<file path="src/rtl/ccp_pkg.sv">
// Package of constants and types for the configuration control-pin block
package ccp_pkg;
  // ****************************************************************
  // Register map, byte addresses on the Avalon-MM slave
  // ****************************************************************
  localparam logic [3:0] CTRL_ADDR = 4'h0;
  localparam logic [3:0] STATUS_ADDR = 4'h4;
  localparam logic [3:0] RBDATA_ADDR = 4'h8;
  localparam logic [3:0] CFGDATA_ADDR = 4'hc;
  localparam logic [31:0] CTRL_RESET = 32'h0000_0000;
  localparam logic [31:0] RBDATA_RESET = 32'h0000_0000;

  // ****************************************************************
  // Link roles chosen by software in the control register role field
  // ****************************************************************
  localparam logic [1:0] ROLE_SLAVE = 2'h0;
  localparam logic [1:0] ROLE_MASTER = 2'h1;
  localparam logic [1:0] ROLE_PERIPH = 2'h2;
  localparam logic [1:0] ROLE_MPAR = 2'h3;

  // Control register layout, high bit first
  typedef struct packed {
    logic [22:0] unused;
    logic bscan_sel;      // Bit 8: boundary scan kept after configuration
    logic rb_global_tristate;      // Bit 7: trigger keeps its tristate-all role
    logic [1:0] role;     // Bits 6:5
    logic init_fail;      // Bit 4: memory or core initialisation failed
    logic done_pullup;    // Bit 3
    logic rb_enable;      // Bit 2: readback option
    logic load_done;      // Bit 1: configuration data fully loaded
    logic rsvd0;          // Bit 0
  } ccp_ctrl_t;

  // Sequencer states, one-hot
  typedef enum logic [4:0] {
    ST_CLEAR = 5'h01,
    ST_WAIT = 5'h02,
    ST_LOAD = 5'h04,
    ST_HOLD = 5'h08,
    ST_RUN = 5'h10
  } ccp_state_t;

  // ****************************************************************
  // Timing
  // ****************************************************************
  localparam int CLK_KHZ = 10000;
  localparam int CLEAR_TIME_NS = 2000;  // Memory clearing time
  localparam int BUSY_TIME_NS = 1000;   // Byte absorption time
  localparam int CLEAR_CYC = (CLEAR_TIME_NS * CLK_KHZ + 999999) / 1000000;
  localparam int BUSY_CYC = (BUSY_TIME_NS * CLK_KHZ + 999999) / 1000000;
  localparam int STROBE_HALF = 4;       // Own strobe half period in cycles
  localparam int SYNC_W = 22;
  localparam int RB_WORD = 32;
endpackage

</file>
<file path="src/rtl/ccp_top.sv">
// Configuration control-pin logic: strobe clock, done, restart, readback, mode latch
`timescale 1ns/10ps

// Summary of operation
// - Master and peripheral modes drive strobe clock
// - Slave and readback sample external strobe clock
// - Chain lead drives strobe clock downstream
// - Low done input holds off start-up
// - Done released high when complete; optional pull-up
// - Restart input restarts configuration, resets scan
// - Low trigger during configuration tristates I/O
// - Trigger falling edge starts readback at frame 0
// - Readback data shares pin with scan output
// - Error output low on init failure during load, then interrupt
// - Mode inputs captured on init rising edge
// - Scan disabled after configuration unless selected
// - Byte-ready output, mirrored on status bit line
// - Master parallel drives memory read strobe
// - Read strobe makes status bit; write overrides
// - Init held low while clearing; low input waits
module ccp_top (
  input wire logic clk_i,
  input wire logic reset_n_i,
  input wire logic [3:0] avs_address_i,
  input wire logic avs_read_i,
  input wire logic avs_write_i,
  input wire logic [31:0] avs_writedata_i,
  output logic [31:0] avs_readdata_o,
  output logic avs_waitrequest_o,
  input wire logic config_strobe_clock_i,
  output logic config_strobe_clock_o,
  output logic config_strobe_clock_oe_o,
  input wire logic serial_data_i,
  input wire logic [7:0] byte_data_i,
  input wire logic done_i,
  output logic done_o,
  output logic done_oe_o,
  output logic done_pullup_o,
  input wire logic program_restart_n_i,
  input wire logic readback_trigger_n_i,
  output logic readback_data_o,
  input wire logic scan_tdo_i,
  output logic scan_enable_o,
  output logic scan_reset_o,
  output logic global_tristate_o,
  output logic error_n_o,
  output logic error_n_oe_o,
  input wire logic host_port_interrupt_n_i,
  input wire logic [3:0] mode_select_i,
  output logic [3:0] mode_latched_o,
  input wire logic init_i,
  output logic init_o,
  output logic init_oe_o,
  input wire logic select_low_input_i,
  input wire logic select_high_input_i,
  input wire logic read_strobe_n_i,
  input wire logic write_strobe_n_i,
  output logic byte_ready_o,
  output logic status_bit_line_o,
  output logic status_bit_line_oe_o,
  output logic mem_read_strobe_o,
  output logic startup_o
);
  // ****************************************************************
  // Input synchronisers
  // ****************************************************************
  logic [ccp_pkg::SYNC_W-1:0] raw_in;
  logic [ccp_pkg::SYNC_W-1:0] s1_r;
  logic [ccp_pkg::SYNC_W-1:0] s2_r;
  logic [ccp_pkg::SYNC_W-1:0] s3_r;

  // Every pin-side input except host_port_interrupt_n_i and scan_tdo_i is taken through two flops before use
  assign raw_in = {config_strobe_clock_i, done_i, program_restart_n_i, readback_trigger_n_i,
                   init_i, select_low_input_i, select_high_input_i, read_strobe_n_i,
                   write_strobe_n_i, serial_data_i, mode_select_i, byte_data_i};

  always_ff @(posedge clk_i or negedge reset_n_i) begin
    if (!reset_n_i) begin
      s1_r <= '0;
      s2_r <= '0;
      s3_r <= '0;
    end else begin
      s1_r <= raw_in;
      s2_r <= s1_r;
      s3_r <= s2_r;
    end
  end

  // Named synchronised levels; s3 only serves edge detection
  wire ext_clk = s2_r[21];
  wire done_s = s2_r[20];
  wire restart_n_s = s2_r[19];
  wire trig_n_s = s2_r[18];
  wire init_s = s2_r[17];
  wire sel_lo_s = s2_r[16];
  wire sel_hi_s = s2_r[15];
  wire rd_n_s = s2_r[14];
  wire wr_n_s = s2_r[13];
  wire din_s = s2_r[12];
  wire [3:0] mode_s = s2_r[11:8];
  wire [7:0] byte_s = s2_r[7:0];
  wire ext_rise = ext_clk & ~s3_r[21];
  wire ext_fall = ~ext_clk & s3_r[21];
  wire init_rise = init_s & ~s3_r[17];
  wire trig_fall = ~trig_n_s & s3_r[18];
  wire wr_fall = ~wr_n_s & s3_r[13];

  // ****************************************************************
  // Registers and sequencer state
  // ****************************************************************
  ccp_pkg::ccp_ctrl_t ctrl_r;
  ccp_pkg::ccp_state_t state_r;
  ccp_pkg::ccp_state_t state_nxt;
  logic [31:0] rbdata_r;
  logic [31:0] rb_shift_r;
  logic [4:0] rb_bit_r;
  logic [15:0] rb_frame_r;
  logic rb_active_r;
  logic [7:0] cfg_shift_r;
  logic [7:0] cfg_byte_r;
  logic [2:0] cfg_bit_r;
  logic [15:0] clear_cnt_r;
  logic [15:0] busy_cnt_r;
  logic [7:0] div_cnt_r;
  logic own_clk_r;
  logic wait_r;
  logic [31:0] rdata_r;
  logic [3:0] mode_r;

  wire in_cfg = (state_r != ccp_pkg::ST_RUN);
  wire in_load = (state_r == ccp_pkg::ST_LOAD);
  wire own_role = (ctrl_r.role != ccp_pkg::ROLE_SLAVE);
  wire selected = ~sel_lo_s & sel_hi_s;
  wire own_rise = (div_cnt_r == 8'(ccp_pkg::STROBE_HALF - 1)) & ~own_clk_r;
  wire data_edge = own_role ? own_rise : ext_rise;
  wire byte_take = in_load & (ctrl_r.role == ccp_pkg::ROLE_PERIPH) & selected & wr_fall;
  wire rdy = (busy_cnt_r == 16'h0000);

  // ****************************************************************
  // Avalon-MM slave: one wait cycle, then the answer cycle
  // ****************************************************************
  wire req = avs_read_i | avs_write_i;
  wire wr_take = avs_write_i & ~wait_r;
  wire hit_ctrl = (avs_address_i == ccp_pkg::CTRL_ADDR);
  wire hit_stat = (avs_address_i == ccp_pkg::STATUS_ADDR);
  wire hit_rb = (avs_address_i == ccp_pkg::RBDATA_ADDR);
  wire hit_cfg = (avs_address_i == ccp_pkg::CFGDATA_ADDR);
  wire [31:0] status_w = {4'h0, rb_frame_r, rb_active_r, done_s, mode_r, 1'b0, state_r};
  wire [31:0] rd_mux = hit_ctrl ? ctrl_r :
                       hit_stat ? status_w :
                       hit_rb ? rbdata_r :
                       hit_cfg ? {24'h000000, cfg_byte_r} : 32'h0000_0000;

  // Unmapped reads answer zero, unmapped writes are dropped
  always_ff @(posedge clk_i or negedge reset_n_i) begin
    if (!reset_n_i) begin
      wait_r <= 1'b1;
      rdata_r <= 32'h0000_0000;
    end else begin
      wait_r <= ~(req & wait_r);
      if (req & wait_r) begin
        rdata_r <= rd_mux;
      end
    end
  end

  always_ff @(posedge clk_i or negedge reset_n_i) begin
    if (!reset_n_i) begin
      ctrl_r <= ccp_pkg::CTRL_RESET;
      rbdata_r <= ccp_pkg::RBDATA_RESET;
    end else if (!restart_n_s) begin
      ctrl_r.load_done <= 1'b0;                              // Restart forgets the load
    end else if (wr_take & hit_ctrl) begin
      ctrl_r <= avs_writedata_i;
    end else if (wr_take & hit_rb) begin
      rbdata_r <= avs_writedata_i;
    end
  end

  // ****************************************************************
  // Sequencer
  // ****************************************************************
  always_comb begin
    state_nxt = state_r;
    case (state_r)
      ccp_pkg::ST_CLEAR: begin
        if (clear_cnt_r == 16'(ccp_pkg::CLEAR_CYC - 1)) begin
          state_nxt = ccp_pkg::ST_WAIT;
        end
      end
      ccp_pkg::ST_WAIT: begin
        if (init_rise) begin
          state_nxt = ccp_pkg::ST_LOAD;
        end
      end
      ccp_pkg::ST_LOAD: begin
        if (ctrl_r.load_done) begin
          state_nxt = ccp_pkg::ST_HOLD;
        end
      end
      ccp_pkg::ST_HOLD: begin
        if (done_s) begin
          state_nxt = ccp_pkg::ST_RUN;
        end
      end
      ccp_pkg::ST_RUN: state_nxt = ccp_pkg::ST_RUN;
      default: state_nxt = ccp_pkg::ST_CLEAR;
    endcase
    if (!restart_n_s) begin
      state_nxt = ccp_pkg::ST_CLEAR;
    end
  end

  always_ff @(posedge clk_i or negedge reset_n_i) begin
    if (!reset_n_i) begin
      state_r <= ccp_pkg::ST_CLEAR;
      clear_cnt_r <= 16'h0000;
    end else begin
      state_r <= state_nxt;
      // Clearing time restarts from zero while restart is still held
      clear_cnt_r <= ((state_r == ccp_pkg::ST_CLEAR) & restart_n_s) ? clear_cnt_r + 16'h0001
                                                                    : 16'h0000;
    end
  end

  // Mode value is kept opaque; software maps it to a role
  always_ff @(posedge clk_i or negedge reset_n_i) begin
    if (!reset_n_i) begin
      mode_r <= 4'h0;
    end else if ((state_r == ccp_pkg::ST_WAIT) & init_rise) begin
      mode_r <= mode_s;
    end
  end

  // ****************************************************************
  // Own strobe clock divider and data capture
  // ****************************************************************
  always_ff @(posedge clk_i or negedge reset_n_i) begin
    if (!reset_n_i) begin
      div_cnt_r <= 8'h00;
      own_clk_r <= 1'b0;
    end else if (div_cnt_r == 8'(ccp_pkg::STROBE_HALF - 1)) begin
      div_cnt_r <= 8'h00;
      own_clk_r <= ~own_clk_r;
    end else begin
      div_cnt_r <= div_cnt_r + 8'h01;
    end
  end

  // Serial bits on strobe edges, or whole bytes on peripheral writes
  always_ff @(posedge clk_i or negedge reset_n_i) begin
    if (!reset_n_i) begin
      cfg_shift_r <= 8'h00;
      cfg_bit_r <= 3'h0;
      cfg_byte_r <= 8'h00;
      busy_cnt_r <= 16'h0000;
    end else if (!in_load) begin
      cfg_bit_r <= 3'h0;
      busy_cnt_r <= 16'h0000;
    end else if (byte_take & rdy) begin
      cfg_byte_r <= byte_s;
      busy_cnt_r <= 16'(ccp_pkg::BUSY_CYC);
    end else begin
      if (busy_cnt_r != 16'h0000) begin
        busy_cnt_r <= busy_cnt_r - 16'h0001;
      end
      if (data_edge & (ctrl_r.role != ccp_pkg::ROLE_PERIPH)) begin
        cfg_shift_r <= {cfg_shift_r[6:0], din_s};
        cfg_bit_r <= cfg_bit_r + 3'h1;
        if (cfg_bit_r == 3'h7) begin
          cfg_byte_r <= {cfg_shift_r[6:0], din_s};
        end
      end
    end
  end

  // ****************************************************************
  // Readback on the external strobe clock after configuration
  // ****************************************************************
  // Trigger edges before the run state are ignored; there a low trigger tristates I/O instead
  always_ff @(posedge clk_i or negedge reset_n_i) begin
    if (!reset_n_i) begin
      rb_active_r <= 1'b0;
      rb_shift_r <= 32'h0000_0000;
      rb_bit_r <= 5'h00;
      rb_frame_r <= 16'h0000;
    end else if (state_r != ccp_pkg::ST_RUN) begin
      rb_active_r <= 1'b0;
    end else if (trig_fall & ctrl_r.rb_enable & ~ctrl_r.rb_global_tristate) begin
      rb_active_r <= 1'b1;
      rb_frame_r <= 16'h0000;
      rb_shift_r <= rbdata_r;
      rb_bit_r <= 5'h00;
    end else if (rb_active_r & ext_fall) begin
      rb_shift_r <= {rb_shift_r[30:0], 1'b0};
      rb_bit_r <= rb_bit_r + 5'h01;
      if (rb_bit_r == 5'(ccp_pkg::RB_WORD - 1)) begin
        rb_shift_r <= rbdata_r;                              // Next frame from software
        rb_frame_r <= rb_frame_r + 16'h0001;
      end
    end
  end

  // ****************************************************************
  // Pin drivers, all registered
  // ****************************************************************
  wire scan_on = in_cfg | ctrl_r.bscan_sel;
  wire ts_cfg = in_cfg & ~trig_n_s;
  wire ts_run = ~in_cfg & ctrl_r.rb_global_tristate & ~trig_n_s;
  wire rd_status = in_load & (ctrl_r.role == ccp_pkg::ROLE_PERIPH) & selected
                   & ~rd_n_s & wr_n_s;
  wire err_drive = in_cfg ? (in_load & ctrl_r.init_fail)
                          : ~host_port_interrupt_n_i;

  always_ff @(posedge clk_i or negedge reset_n_i) begin
    if (!reset_n_i) begin
      config_strobe_clock_o <= 1'b0;
      config_strobe_clock_oe_o <= 1'b0;
      done_oe_o <= 1'b1;
      done_pullup_o <= 1'b0;
      init_oe_o <= 1'b1;
      readback_data_o <= 1'b0;
      scan_enable_o <= 1'b1;
      scan_reset_o <= 1'b1;
      global_tristate_o <= 1'b1;
      error_n_oe_o <= 1'b0;
      byte_ready_o <= 1'b0;
      status_bit_line_o <= 1'b0;
      status_bit_line_oe_o <= 1'b0;
      mem_read_strobe_o <= 1'b0;
      startup_o <= 1'b0;
      mode_latched_o <= 4'h0;
    end else begin
      config_strobe_clock_o <= own_clk_r;
      config_strobe_clock_oe_o <= in_load & own_role;
      done_oe_o <= in_cfg & (state_r != ccp_pkg::ST_HOLD);
      done_pullup_o <= ctrl_r.done_pullup;
      init_oe_o <= (state_r == ccp_pkg::ST_CLEAR);
      readback_data_o <= ctrl_r.bscan_sel & ~rb_active_r ? scan_tdo_i
                                                         : rb_shift_r[31];
      scan_enable_o <= scan_on;
      scan_reset_o <= ~restart_n_s;
      global_tristate_o <= ts_cfg | ts_run;
      error_n_oe_o <= err_drive;
      byte_ready_o <= in_load & (ctrl_r.role == ccp_pkg::ROLE_PERIPH) & rdy;
      status_bit_line_o <= rdy;
      status_bit_line_oe_o <= rd_status;
      mem_read_strobe_o <= in_load & (ctrl_r.role == ccp_pkg::ROLE_MPAR)
                           & ~own_clk_r;
      startup_o <= ~in_cfg;
      mode_latched_o <= mode_r;
    end
  end

  // Open-drain pins only ever pull low
  assign done_o = 1'b0;
  assign init_o = 1'b0;
  assign error_n_o = 1'b0;
  assign avs_readdata_o = rdata_r;
  assign avs_waitrequest_o = wait_r;
endmodule

</file>
<file path="config.mk">
export PLATFORM = sky130hd
export DESIGN_NAME = ccp_top
export DESIGN_NICKNAME = d
export VERILOG_FILES = /design/src/rtl/ccp_pkg.sv /design/src/rtl/ccp_top.sv
export SDC_FILE = /design/constraint.sdc
export NUM_CORES = 1
export LEC_CHECK = 0
export BUFFER_PORTS_ARGS = -buffer_cell sky130_fd_sc_hd__clkbuf_2
export CAP_MARGIN = 10
export CORE_ASPECT_RATIO = 0.8
export CORE_MARGIN = 1.5
export CORE_UTILIZATION = 25
export CTS_BUF_LIST = sky130_fd_sc_hd__clkbuf_4 sky130_fd_sc_hd__clkbuf_8
export DETAILED_ROUTE_END_ITERATION = 6
export SYNTH_ARGS = -nofsm -noshare
export SYNTH_HDL_FRONTEND = slang
export SYNTH_SLANG_ARGS = --single-unit
</file>
<file path="constraint.sdc">
create_clock -name clk_i -period 5 [get_ports clk_i]
set_input_delay 0.25 -clock clk_i [delete_from_list [all_inputs] [get_ports clk_i]]
set_output_delay 0.25 -clock clk_i [all_outputs]
set_load 0.05 [all_outputs]
</file>
# After elaboration in Yosys (flattened, before gate mapping)
# Index checks and enable logic that the tools add are counted.
[totals] register_bits=304 latchBits=0 ram_bits=0 romBits=0 input_bits=64 out_inout_bits=55 word_cells=181 n_memories=0
[classes] addsub=6 mul=0 n_div=0 n_lt_le_gt_ge=0 eq_ne=25 shift=0 n_mux=36 n_bitwise=53 reduce_logical=17
[ops] op="$mux W32" count=6
[ops] op="$mux W16" count=7
[ops] op="$mux W8" count=5
[ops] op="$mux W5" count=7
[ops] op="$and A1 B1 Y1" count=33
[ops] op="$add A16 B1 Y16 const B" count=2
[ops] op="$pmux W5 S5" count=1
[ops] op="$not A1 Y1" count=17
[ops] op="$eq A16 B5 Y1 const B" count=1
[ops] op="$logic_not A16 Y1" count=1
[ops] op="$reduce_bool A16 Y1" count=1
[ops] op="$sub A16 B1 Y16 const B" count=1
[ops] op="$ne A3 B3 Y1 const B" count=4
[ops] op="$reduce_and A3 Y1" count=4
[ops] op="$reduce_bool A2 Y1" count=6
[ops] op="$eq A5 B5 Y1 const B" count=2
[ops] op="$mux W3" count=3
[ops] op="$add A8 B1 Y8 const B" count=1
[ops] op="$eq A4 B4 Y1 const B" count=2
[ops] op="$eq A8 B2 Y1 const B" count=1
[ops] op="$mux W1" count=6
[ops] op="$reduce_and A2 Y1" count=3
[ops] op="$add A5 B1 Y5 const B" count=1
[ops] op="$eq A5 B1 Y1 const B" count=1
[ops] op="16 further kinds" count=21

# Depth between registers and ports, before layout
# Gate-level depths: netlist (run 1).
[logic_depth] word_depth=7 ltp_mapped=9 ltp_nobuf=8

# Least setup slack after synthesis (run 1)
# No wires, ideal clock.
[synth_timing] path_kind="register to register" start="register div_cnt_r[5]" end="register cfg_shift_r[0]" setup_time_ns=0.125 arrival_time_ns=2.114 required_ns=4.875 path_slack_ns=2.761 stages_incl_launch_ff=6 path_buffers=1 synth_period_minus_slack_ns=2.239 path_cell_list="dfrtp_1 or4_4 o41ai_4 and2_1 buf_4 mux2_2"
[synth_via] elab_chain_cells=5
[synth_rtl] element="start: declaration" line_no="ccp_top.sv:124" source="logic [7:0] div_cnt_r;"
[synth_rtl] element="start signal: assignment" line_no="ccp_top.sv:246" source="div_cnt_r <= div_cnt_r + 8'h01;"
[synth_rtl] element="$eq A8 B2 Y1" line_no="ccp_top.sv:134" source="wire own_rise = (div_cnt_r == 8'(ccp_pkg::STROBE_HALF - 1)) & ~own_clk_r;"
[synth_rtl] element="$and A1 B1 Y1" line_no="ccp_top.sv:134"
[synth_rtl] element="$mux W1" line_no="ccp_top.sv:135" source="wire data_edge = own_role ? own_rise : ext_rise;"
[synth_rtl] element="$and A1 B1 Y1" line_no="ccp_top.sv:267" source="if (data_edge & (ctrl_r.role != ccp_pkg::ROLE_PERIPH)) begin"
[synth_rtl] element="$reduce_and A3 Y1 (no source line)"
[synth_rtl] element="end signal: assignment" line_no="ccp_top.sv:268" source="cfg_shift_r <= {cfg_shift_r[6:0], din_s};"
[synth_rtl] element="end: declaration" line_no="ccp_top.sv:119" source="logic [7:0] cfg_shift_r;"
# No other way between the ends.
# A chain may end at the register's enable or synchronous reset.

# Final worst setup path (run 1)
[layout_timing] start="register state_r[3]" end="register rb_frame_r[15]"
[layout_via] elab_chain_cells=3
[layout_rtl] element="start: declaration" line_no="ccp_top.sv:112" source="ccp_pkg::ccp_state_t state_r;"
[layout_rtl] element="start signal: assignment" line_no="ccp_top.sv:216" source="state_r <= ccp_pkg::ST_CLEAR;"
[layout_rtl] element="start signal: assignment" line_no="ccp_top.sv:219" source="state_r <= state_nxt;"
[layout_rtl] element="$ne A5 B5 Y1" line_no="ccp_top.sv:287" source="end else if (state_r != ccp_pkg::ST_RUN) begin"
[layout_rtl] element="$not A1 Y1 (no source line)"
[layout_rtl] element="$reduce_and A3 Y1 (no source line)"
[layout_rtl] element="end signal: assignment" line_no="ccp_top.sv:299" source="rb_frame_r <= rb_frame_r + 16'h0001;"
[layout_rtl] element="end: declaration" line_no="ccp_top.sv:117" source="logic [15:0] rb_frame_r;"
# No other way between the ends.

==> key figures, run 1 <==
Status
  • Status: complete, no violations

Critical path
  • Crit path launch type: flip-flop
  • CP Capture Type: flip-flop
  • Worst path cell trace: nor4_1, o211ai_1, nor4_1, xnor2_1, nor2_1
  • Top delay family on crit path: simple AND/OR/NAND/NOR gates
  • Crit Path Max Fanout: 15
  • R2r worst-path depth: 5
  • Crit Path Class: flip-flop to flip-flop
  • Worst Path Required: 5.44 ns
  • Worst path depth: 5
  • Most used cell, CP: nor4_1
  • Slowest-stage cell, CP: nor4_1
  • Worst path buffer plus inverter count: 0
  • WP data arrival: 3.21 ns
  • Flop-to-flop setup slack: 2.24 ns
  • CP max stage delay: 0.77 ns

Clock tree
  • Clock tree buffer depth: 3
  • H-tree Lvls: 2
  • Clock root cell: clkbuf_8
  • Worst-Skew Late Latency: 0.61 ns
  • CTS tree: done
  • CTS clk-pin slew, worst paths: 0.06 ns
  • Clock Sinks: 286
  • Cts bufs inserted: 51
  • Post_cts resized: 0

Placed design
  • DP Wirelength: 20400 µm
  • RePlAce Congestion: 0.770
  • Port Buffer Count: 115
  • Dpl ws: 1.73 ns

Logic synthesis
  • Netlist cell types: 59
  • Synth top area share: 0.590
  • Post-Syn Instances: 960
  • Synth Register Bits: 286
  • Mapped cell area: 11800 µm²
  • Post-synthesis sequential area ratio: 0.605
  • Top cells by area, synth: dfrtp_1 59%, mux2_2 7.2%, mux2i_1 4.7%, o21ai_0 3.1%, nand2_1 2.7%
  • Top FF cell, synth: dfrtp_1
  • Yosys warnings: 0
  • Count leader, synth: dfrtp_1
  • EDFF count, synth: 0
  • Synth top cells by count: 279 x dfrtp_1, 86 x nand2_1, 76 x mux2_2
  • Post-Synthesis Mean Instance Area: 12.3 µm²
  • Most area-hungry cell type in the Yosys netlist: dfrtp_1
  • Async S/R FF share, synth: 1.00

Drt
  • Residual DRC count: 0
  • Total detailed-routing wirelength: 29700 µm
  • Starting DRT DRC Count: 359
  • Via density per instance: 4.41
  • Vias: 8012
  • Post-route ant nets: 0
  • Per-cell routed wire length: 16.4 µm
  • Drt first pass iters: 5

Pwr
  • Peak supply drop: 0.000213 V
  • Power density over cell area: 373 nW/µm²
  • Design Power: 0.00553 W
  • LEAKAGE: 6.98 nW

GRT
  • First-pass GRT wire length: 47000 µm
  • Gr ovfl total: 0
  • Total global-route track usage: 0.125
  • Largest net degree at the start of global routing: 127
  • Vias in the first global route: 8046
  • Initial antenna violation count: 6

Layout
  • Area Growth Syn to Fin: 25.2%
  • Utilization after layout: 0.316
  • Layout cells sized above 1: 0.279
  • # nets final: 1225

Min path
  • Tightest Hold Check Type: input port to flip-flop
  • Hold depth: 4

Die
  • Die height: 198 µm
  • Die width: 246 µm
  • Placeable Area: 46900 µm²
  • Top Ports: 119
  • Die ar.: 48700 µm²
  • Initial core utilization: 0.252
  • Rows: 71

Timing
  • Worst slew pin tran: 1.12 ns
  • TNS Setup: 0 ns
  • Tcrit/Tclk final: 0.553
  • Final hold viol count: 0
  • Fmax: 362 MHz
  • Period minus WS final: 2.76 ns
  • Clock skew: 0.0187 ns
  • Max_slew headroom: 0.247
  • Final Max Tran Viols: 0
  • Fin worst setup slack: 2.24 ns
  • Unrepaired setup endpoints after global routing: no
  • WHS: 0.127 ns
  • Final setup viols: 0

Job
  • Max-cap violations: 0
-- metrics by stage --
stage | instances | area [µm²]
after floorplan | 962 | 11800
after global placement | 1662 | 13100
after detailed placement | 1662 | 13100
after CTS | 1810 | 14800
after global routing | 1814 | 14800
final | 1816 | 14800
-- per-layer routing --
layer / track usage / wire [µm] / share of wire
met5: 0 / 13 / 0.00044
met4: 0.0486 / 767 / 0.026
met3: 0.0331 / 1690 / 0.057
met2: 0.181 / 12800 / 0.43
met1: 0.177 / 14500 / 0.49
-- worst register-to-register path, delay by kind of cell (launching register included) --
| family | cells | cell delay (ns) |
|---|---|---|
| simple gates | 3 | 1.33 |
| flops | 1 | 0.47 |
| xor+xnor | 1 | 0.17 |
| compound gates | 1 | 0.64 |
-- kinds of logic (layout without fill, tap and decap cells) --
family                     after synthesis  count (layout)  synth area share
and+or+nand+nor                        280             280             0.123
other                                    1               8          0.000317
adders and majority gates                8               8           0.00846
xor gates and xnor gates                30              30            0.0222
muxes                                  138             138             0.132
AOI/OAI and AO/OA                      154             154            0.0852
DFF                                    286             286             0.605
buffers and inverters                   63             292            0.0233
-- final cells by class --
| type | count | area, µm² |
|---|---|---|
| Fill cell | 4761 | 32100 |
| Sequential cell | 286 | 7170 |
| Multi-Input combinational cell | 613 | 4430 |
| Timing Repair Buffer | 186 | 1280 |
| Clock buffer | 78 | 973 |
| Tap cell | 620 | 776 |
| Clock inverter | 13 | 130 |
| Inverter | 15 | 56.3 |
| Antenna cell | 5 | 12.5 |
-- final timing paths --
check | start | end
max in group asynchronous | reset_n_i | clear_cnt_r[11]
min in group asynchronous | reset_n_i | s1_r[2]
hold reg to reg | s1_r[10] | s2_r[10]
setup / recovery | state_r[3] | rb_frame_r[15]
hold / removal | avs_address_i[0] | ctrl_r[1]
setup reg to reg | state_r[3] | rb_frame_r[15]
-- cell usage in the layout, fill, tap and decap left out, types with 18 or more instances in the layout --
| cell | count |
|---|---|
| xnor2_1 | 24 |
| nor3_1 | 18 |
| dfrtp_1 | 279 |
| clkbuf_8 | 62 |
| nand3_1 | 23 |
| a22o_1 | 29 |
| clkbuf_2 | 114 |
| dlygate4sd3_1 | 57 |
| nand2_1 | 86 |
| mux2_2 | 76 |
| a21oi_1 | 21 |
| o21ai_0 | 73 |
| mux2i_1 | 55 |
| nor2_1 | 54 |
-- timing repair --
| action | 4_1_cts | 5_1_grt |
|---|---|---|
| hold buffers | 57 | 0 |
| setup buffers | 0 | 0 |
| hold endpoints to repair | 197 | 0 |
-- sequential cells by signal, summed over array words and instances, names as in the netlist, 7 cells and up --
register        cells
ctrl_r             32
clear_cnt_r        16
avs_readdata_o     32
rb_shift_r         32
cfg_shift_r         7
cfg_byte_r          8
div_cnt_r           8
s1_r               22
s2_r               22
rb_frame_r         16
rbdata_r           32
busy_cnt_r         16
-- power breakdown --
| part | internal [W] | switching (W) | leakage (nW) | total [W] |
|---|---|---|---|---|
| Sequential | 0.00248 | 0.000136 | 3.80 | 0.00261 |
| Combinational | 0.000222 | 0.000359 | 2.60 | 0.000581 |
| Clock | 0.00135 | 0.000986 | 0.581 | 0.00233 |
| Total | 0.00404 | 0.00148 | 6.98 | 0.00553 |
(Power assumes the default switching activity.)
==> run 2: changes to the inputs <==
--- a/config.mk
+++ b/config.mk
@@ -5,6 +5,7 @@
 export SDC_FILE = /design/constraint.sdc
 export NUM_CORES = 1
 export LEC_CHECK = 0
+export ABC_AREA = 1
 export BUFFER_PORTS_ARGS = -buffer_cell sky130_fd_sc_hd__clkbuf_2
 export CAP_MARGIN = 10
 export CORE_ASPECT_RATIO = 0.8
==> constraint.sdc (replaced) <==
create_clock -name clk_i -period 2.3 [get_ports clk_i]
set_input_delay 0.115 -clock clk_i [delete_from_list [all_inputs] [get_ports clk_i]]
set_output_delay 0.115 -clock clk_i [all_outputs]
set_load 0.05 [all_outputs]
==> key figures, run 2 <==
Status
  • Status: complete, no violations

Critical path
  • Crit path launch type: flip-flop
  • Worst Path Required: 2.79 ns (-2.65 ns)
  • Flop-to-flop setup slack: 0.27 ns (-1.97 ns)
  • WP data arrival: 2.52 ns (-0.69 ns)
  • Crit path from: state_r[2]
  • Crit Path Max Fanout: 19 (+4)
  • CP Capture Type: flip-flop
  • RR Startpoint: state_r[2]
  • R2r worst-path depth: 8 (+3)
  • Crit Path Class: flip-flop to flip-flop

Drt
  • Per-cell routed wire length: 14.9 µm (-8.9%)
  • Post-route ant nets: 0 (unchanged)
  • Starting DRT DRC Count: 594 (+65%)
  • Via density per instance: 4.42 (+0.29%)
  • Drt first pass iters: 5 (unchanged)
  • Vias: 9708 (+21%)
  • Residual DRC count: 0 (unchanged)
  • Total detailed-routing wirelength: 32700 µm (+10%)

GRT
  • Initial antenna violation count: 3 (-3)
  • First-pass GRT wire length: 54100 µm (+15%)
  • Largest net degree at the start of global routing: 79 (-38%)
  • GR Layer Usage met2: 0.191 (+0.00923)
  • Layer with the highest usage: met1
  • GR Util met1: 0.196 (+0.0187)
  • Met3 Use GR: 0.0327 (-0.000418)
  • Total global-route track usage: 0.134 (+0.00910)
  • Gr ovfl total: 0 (unchanged)
  • Vias in the first global route: 9926 (+23%)

Die
  • Die width: 251 µm (+1.8%)
  • Placeable Area: 48400 µm² (+3.1%)
  • Die ar.: 50500 µm² (+3.7%)
  • Initial core utilization: 0.254 (+0.00143)
  • Top Ports: 119 (unchanged)
  • Rows: 72 (+1.4%)
  • Die height: 201 µm (+1.8%)

Logic synthesis
  • Synth top cells by count: 279 x dfrtp_1, 272 x nand2_1, 144 x inv_1
  • Top FF cell, synth: dfrtp_1
  • Top cells by area, synth: dfrtp_1 57%, nand2_1 8.3%, o21ai_0 4.6%, inv_1 4.4%, nor2_1 4.3%
  • EDFF count, synth: 0 (unchanged)
  • Post-Syn Instances: 1318 (+37%)
  • Mapped cell area: 12300 µm² (+3.7%)
  • Synth Register Bits: 286 (unchanged)
  • Post-synthesis sequential area ratio: 0.584 (-0.0217)
  • Count leader, synth: dfrtp_1
  • Netlist cell types: 41 (-31%)
  • Most area-hungry cell type in the Yosys netlist: dfrtp_1
  • Yosys warnings: 0 (unchanged)
  • Async S/R FF share, synth: 1.00 (unchanged)
  • Post-Synthesis Mean Instance Area: 9.32 µm² (-24%)
  • Synth top area share: 0.569 (-0.0212)

Clock tree
  • Cts bufs inserted: 50 (-2.0%)
  • H-tree Lvls: 2 (unchanged)
  • Post-CTS setup buffer count: 0 (unchanged)
  • CTS clk-pin slew, worst paths: 0.06 ns (about the same)
  • CTS tree: done
  • Worst-Skew Late Latency: 0.60 ns (about the same)
  • Clock tree buffer depth: 3 (unchanged)
  • Clock root cell: clkbuf_8
  • Post_cts resized: 0 (unchanged)
  • Clock Sinks: 286 (unchanged)

Timing
  • TNS Setup: 0 ns (unchanged)
  • Unrepaired setup endpoints after global routing: no
  • Fmax: 492 MHz (+36%)
  • Final Max Tran Viols: 0 (unchanged)
  • Clock skew: 0.0233 ns (+0.00458 ns)
  • Max_slew headroom: 0.545 (+0.297)
  • Tcrit/Tclk final: 0.884 (+0.331)
  • WHS: 0.0636 ns (-0.0635 ns)
  • Worst slew pin tran: 0.683 ns (-0.442 ns)
  • Final setup viols: 0 (unchanged)
  • Final hold viol count: 0 (unchanged)
  • Period minus WS final: 2.03 ns (-0.731 ns)
  • Fin worst setup slack: 0.267 ns (-1.97 ns)

Layout
  • # nets final: 1601 (+31%)
  • Most frequent cells in the layout: 279 x dfrtp_1, 272 x nand2_1, 144 x inv_1
  • Fillers: 4979 (+4.6%)
  • Area of the multi-input gates: 4320 µm² (-2.5%)
  • Area Growth Syn to Fin: 24.6%
  • Layout cells sized above 1: 0.206 (-0.0726)
  • FF+latch area: 7170 µm² (unchanged)
  • Most common cell after layout, fill and taps aside: dfrtp_1

Min path
  • Tightest Hold Check Type: input port to flip-flop
  • Min-delay src: avs_write_i
  • Hold depth: 3 (-1)

Placed design
  • DP Wirelength: 23400 µm (+15%)
  • RePlAce Congestion: 0.869 (+13%)
  • Dpl ws: 0.288 ns (-1.45 ns)
  • Port Buffer Count: 115 (unchanged)

Pwr
  • Peak supply drop: 0.000640 V (+200%)
  • Design Power: 0.0118 W (+110%)
  • Power density over cell area: 774 nW/µm² (+110%)
  • LEAKAGE: 7.29 nW (+4.4%)

Job
  • Max-cap violations: 0 (unchanged)
-- run 2: final timing paths --
kind / to
worst max-delay path: rb_frame_r[3]
worst min-delay path: avs_waitrequest_o
worst min register to register: s2_r[11]
worst max register to register: rb_frame_r[3]
min in group asynchronous: rb_shift_r[31]
max in group asynchronous: s2_r[12]
-- run 2: kinds of logic after synthesis --
kind of cell	after synthesis	share of synthesized area
XOR/XNOR	15	0.0107
multiplexers	29	0.0266
AO/OA/AOI/OAI	247	0.118
other	1	0.000305
AND/OR/NAND/NOR	538	0.187
adder cells (fa/ha/maj)	8	0.00815
flip-flops	286	0.584
buffers and inverters	194	0.0663
-- run 2: per-stage QoR --
step           cells  cell area [µm²]  utilization
3_5_place_dp    2048            13700        0.283
3_3_place_gp    2048            13700        0.283
2_1_floorplan   1320            12300            -
4_1_cts         2191            15300        0.316
5_1_grt         2191            15300        0.316
6_report        2194            15300        0.316
-- run 2: layout make-up --
type,instances,share of cell area
timing repair buffer,203,0.0958
clock buffer,79,0.0633
inverter,148,0.0363
tap,629,0.0514
clock inverter,6,0.00221
multi-input combinational,840,0.282
sequential,286,0.468
antenna,3,0.000491
-- run 2: repair_timing --
item | in CTS | in global routing
hold buffers | 58 | 0
endpoints found under the hold margin | 247 | 0
endpoints found under the setup margin | 0 | 1
-- run 2: routing by layer --
layer | vias up | part of all wire | wire (µm)
met5 | - | 0.00040 | 13
met4 | 2 | 0.023 | 764
met3 | 53 | 0.062 | 2030
met2 | 249 | 0.41 | 13500
met1 | 4658 | 0.50 | 16400
li1 | 4746 | - | -
-- run 2: where the power goes --
group / internal (W) / switching [W]
clock: 0.00265 / 0.00205
combinational: 0.000456 / 0.000978
sequential: 0.00544 / 0.000268
total: 0.00854 / 0.00330
-- run 2: worst max-delay path, stage by stage (launching register included) --
cell and delay, ns:
dfrtp_1 0.42, nor2_1 0.21, nand2_1 0.12, nor2_4 0.12, nand2_2 0.22, nor2_4 0.43, nand2_1 0.17, o21ai_0 0.17
a21oi_1 0.06
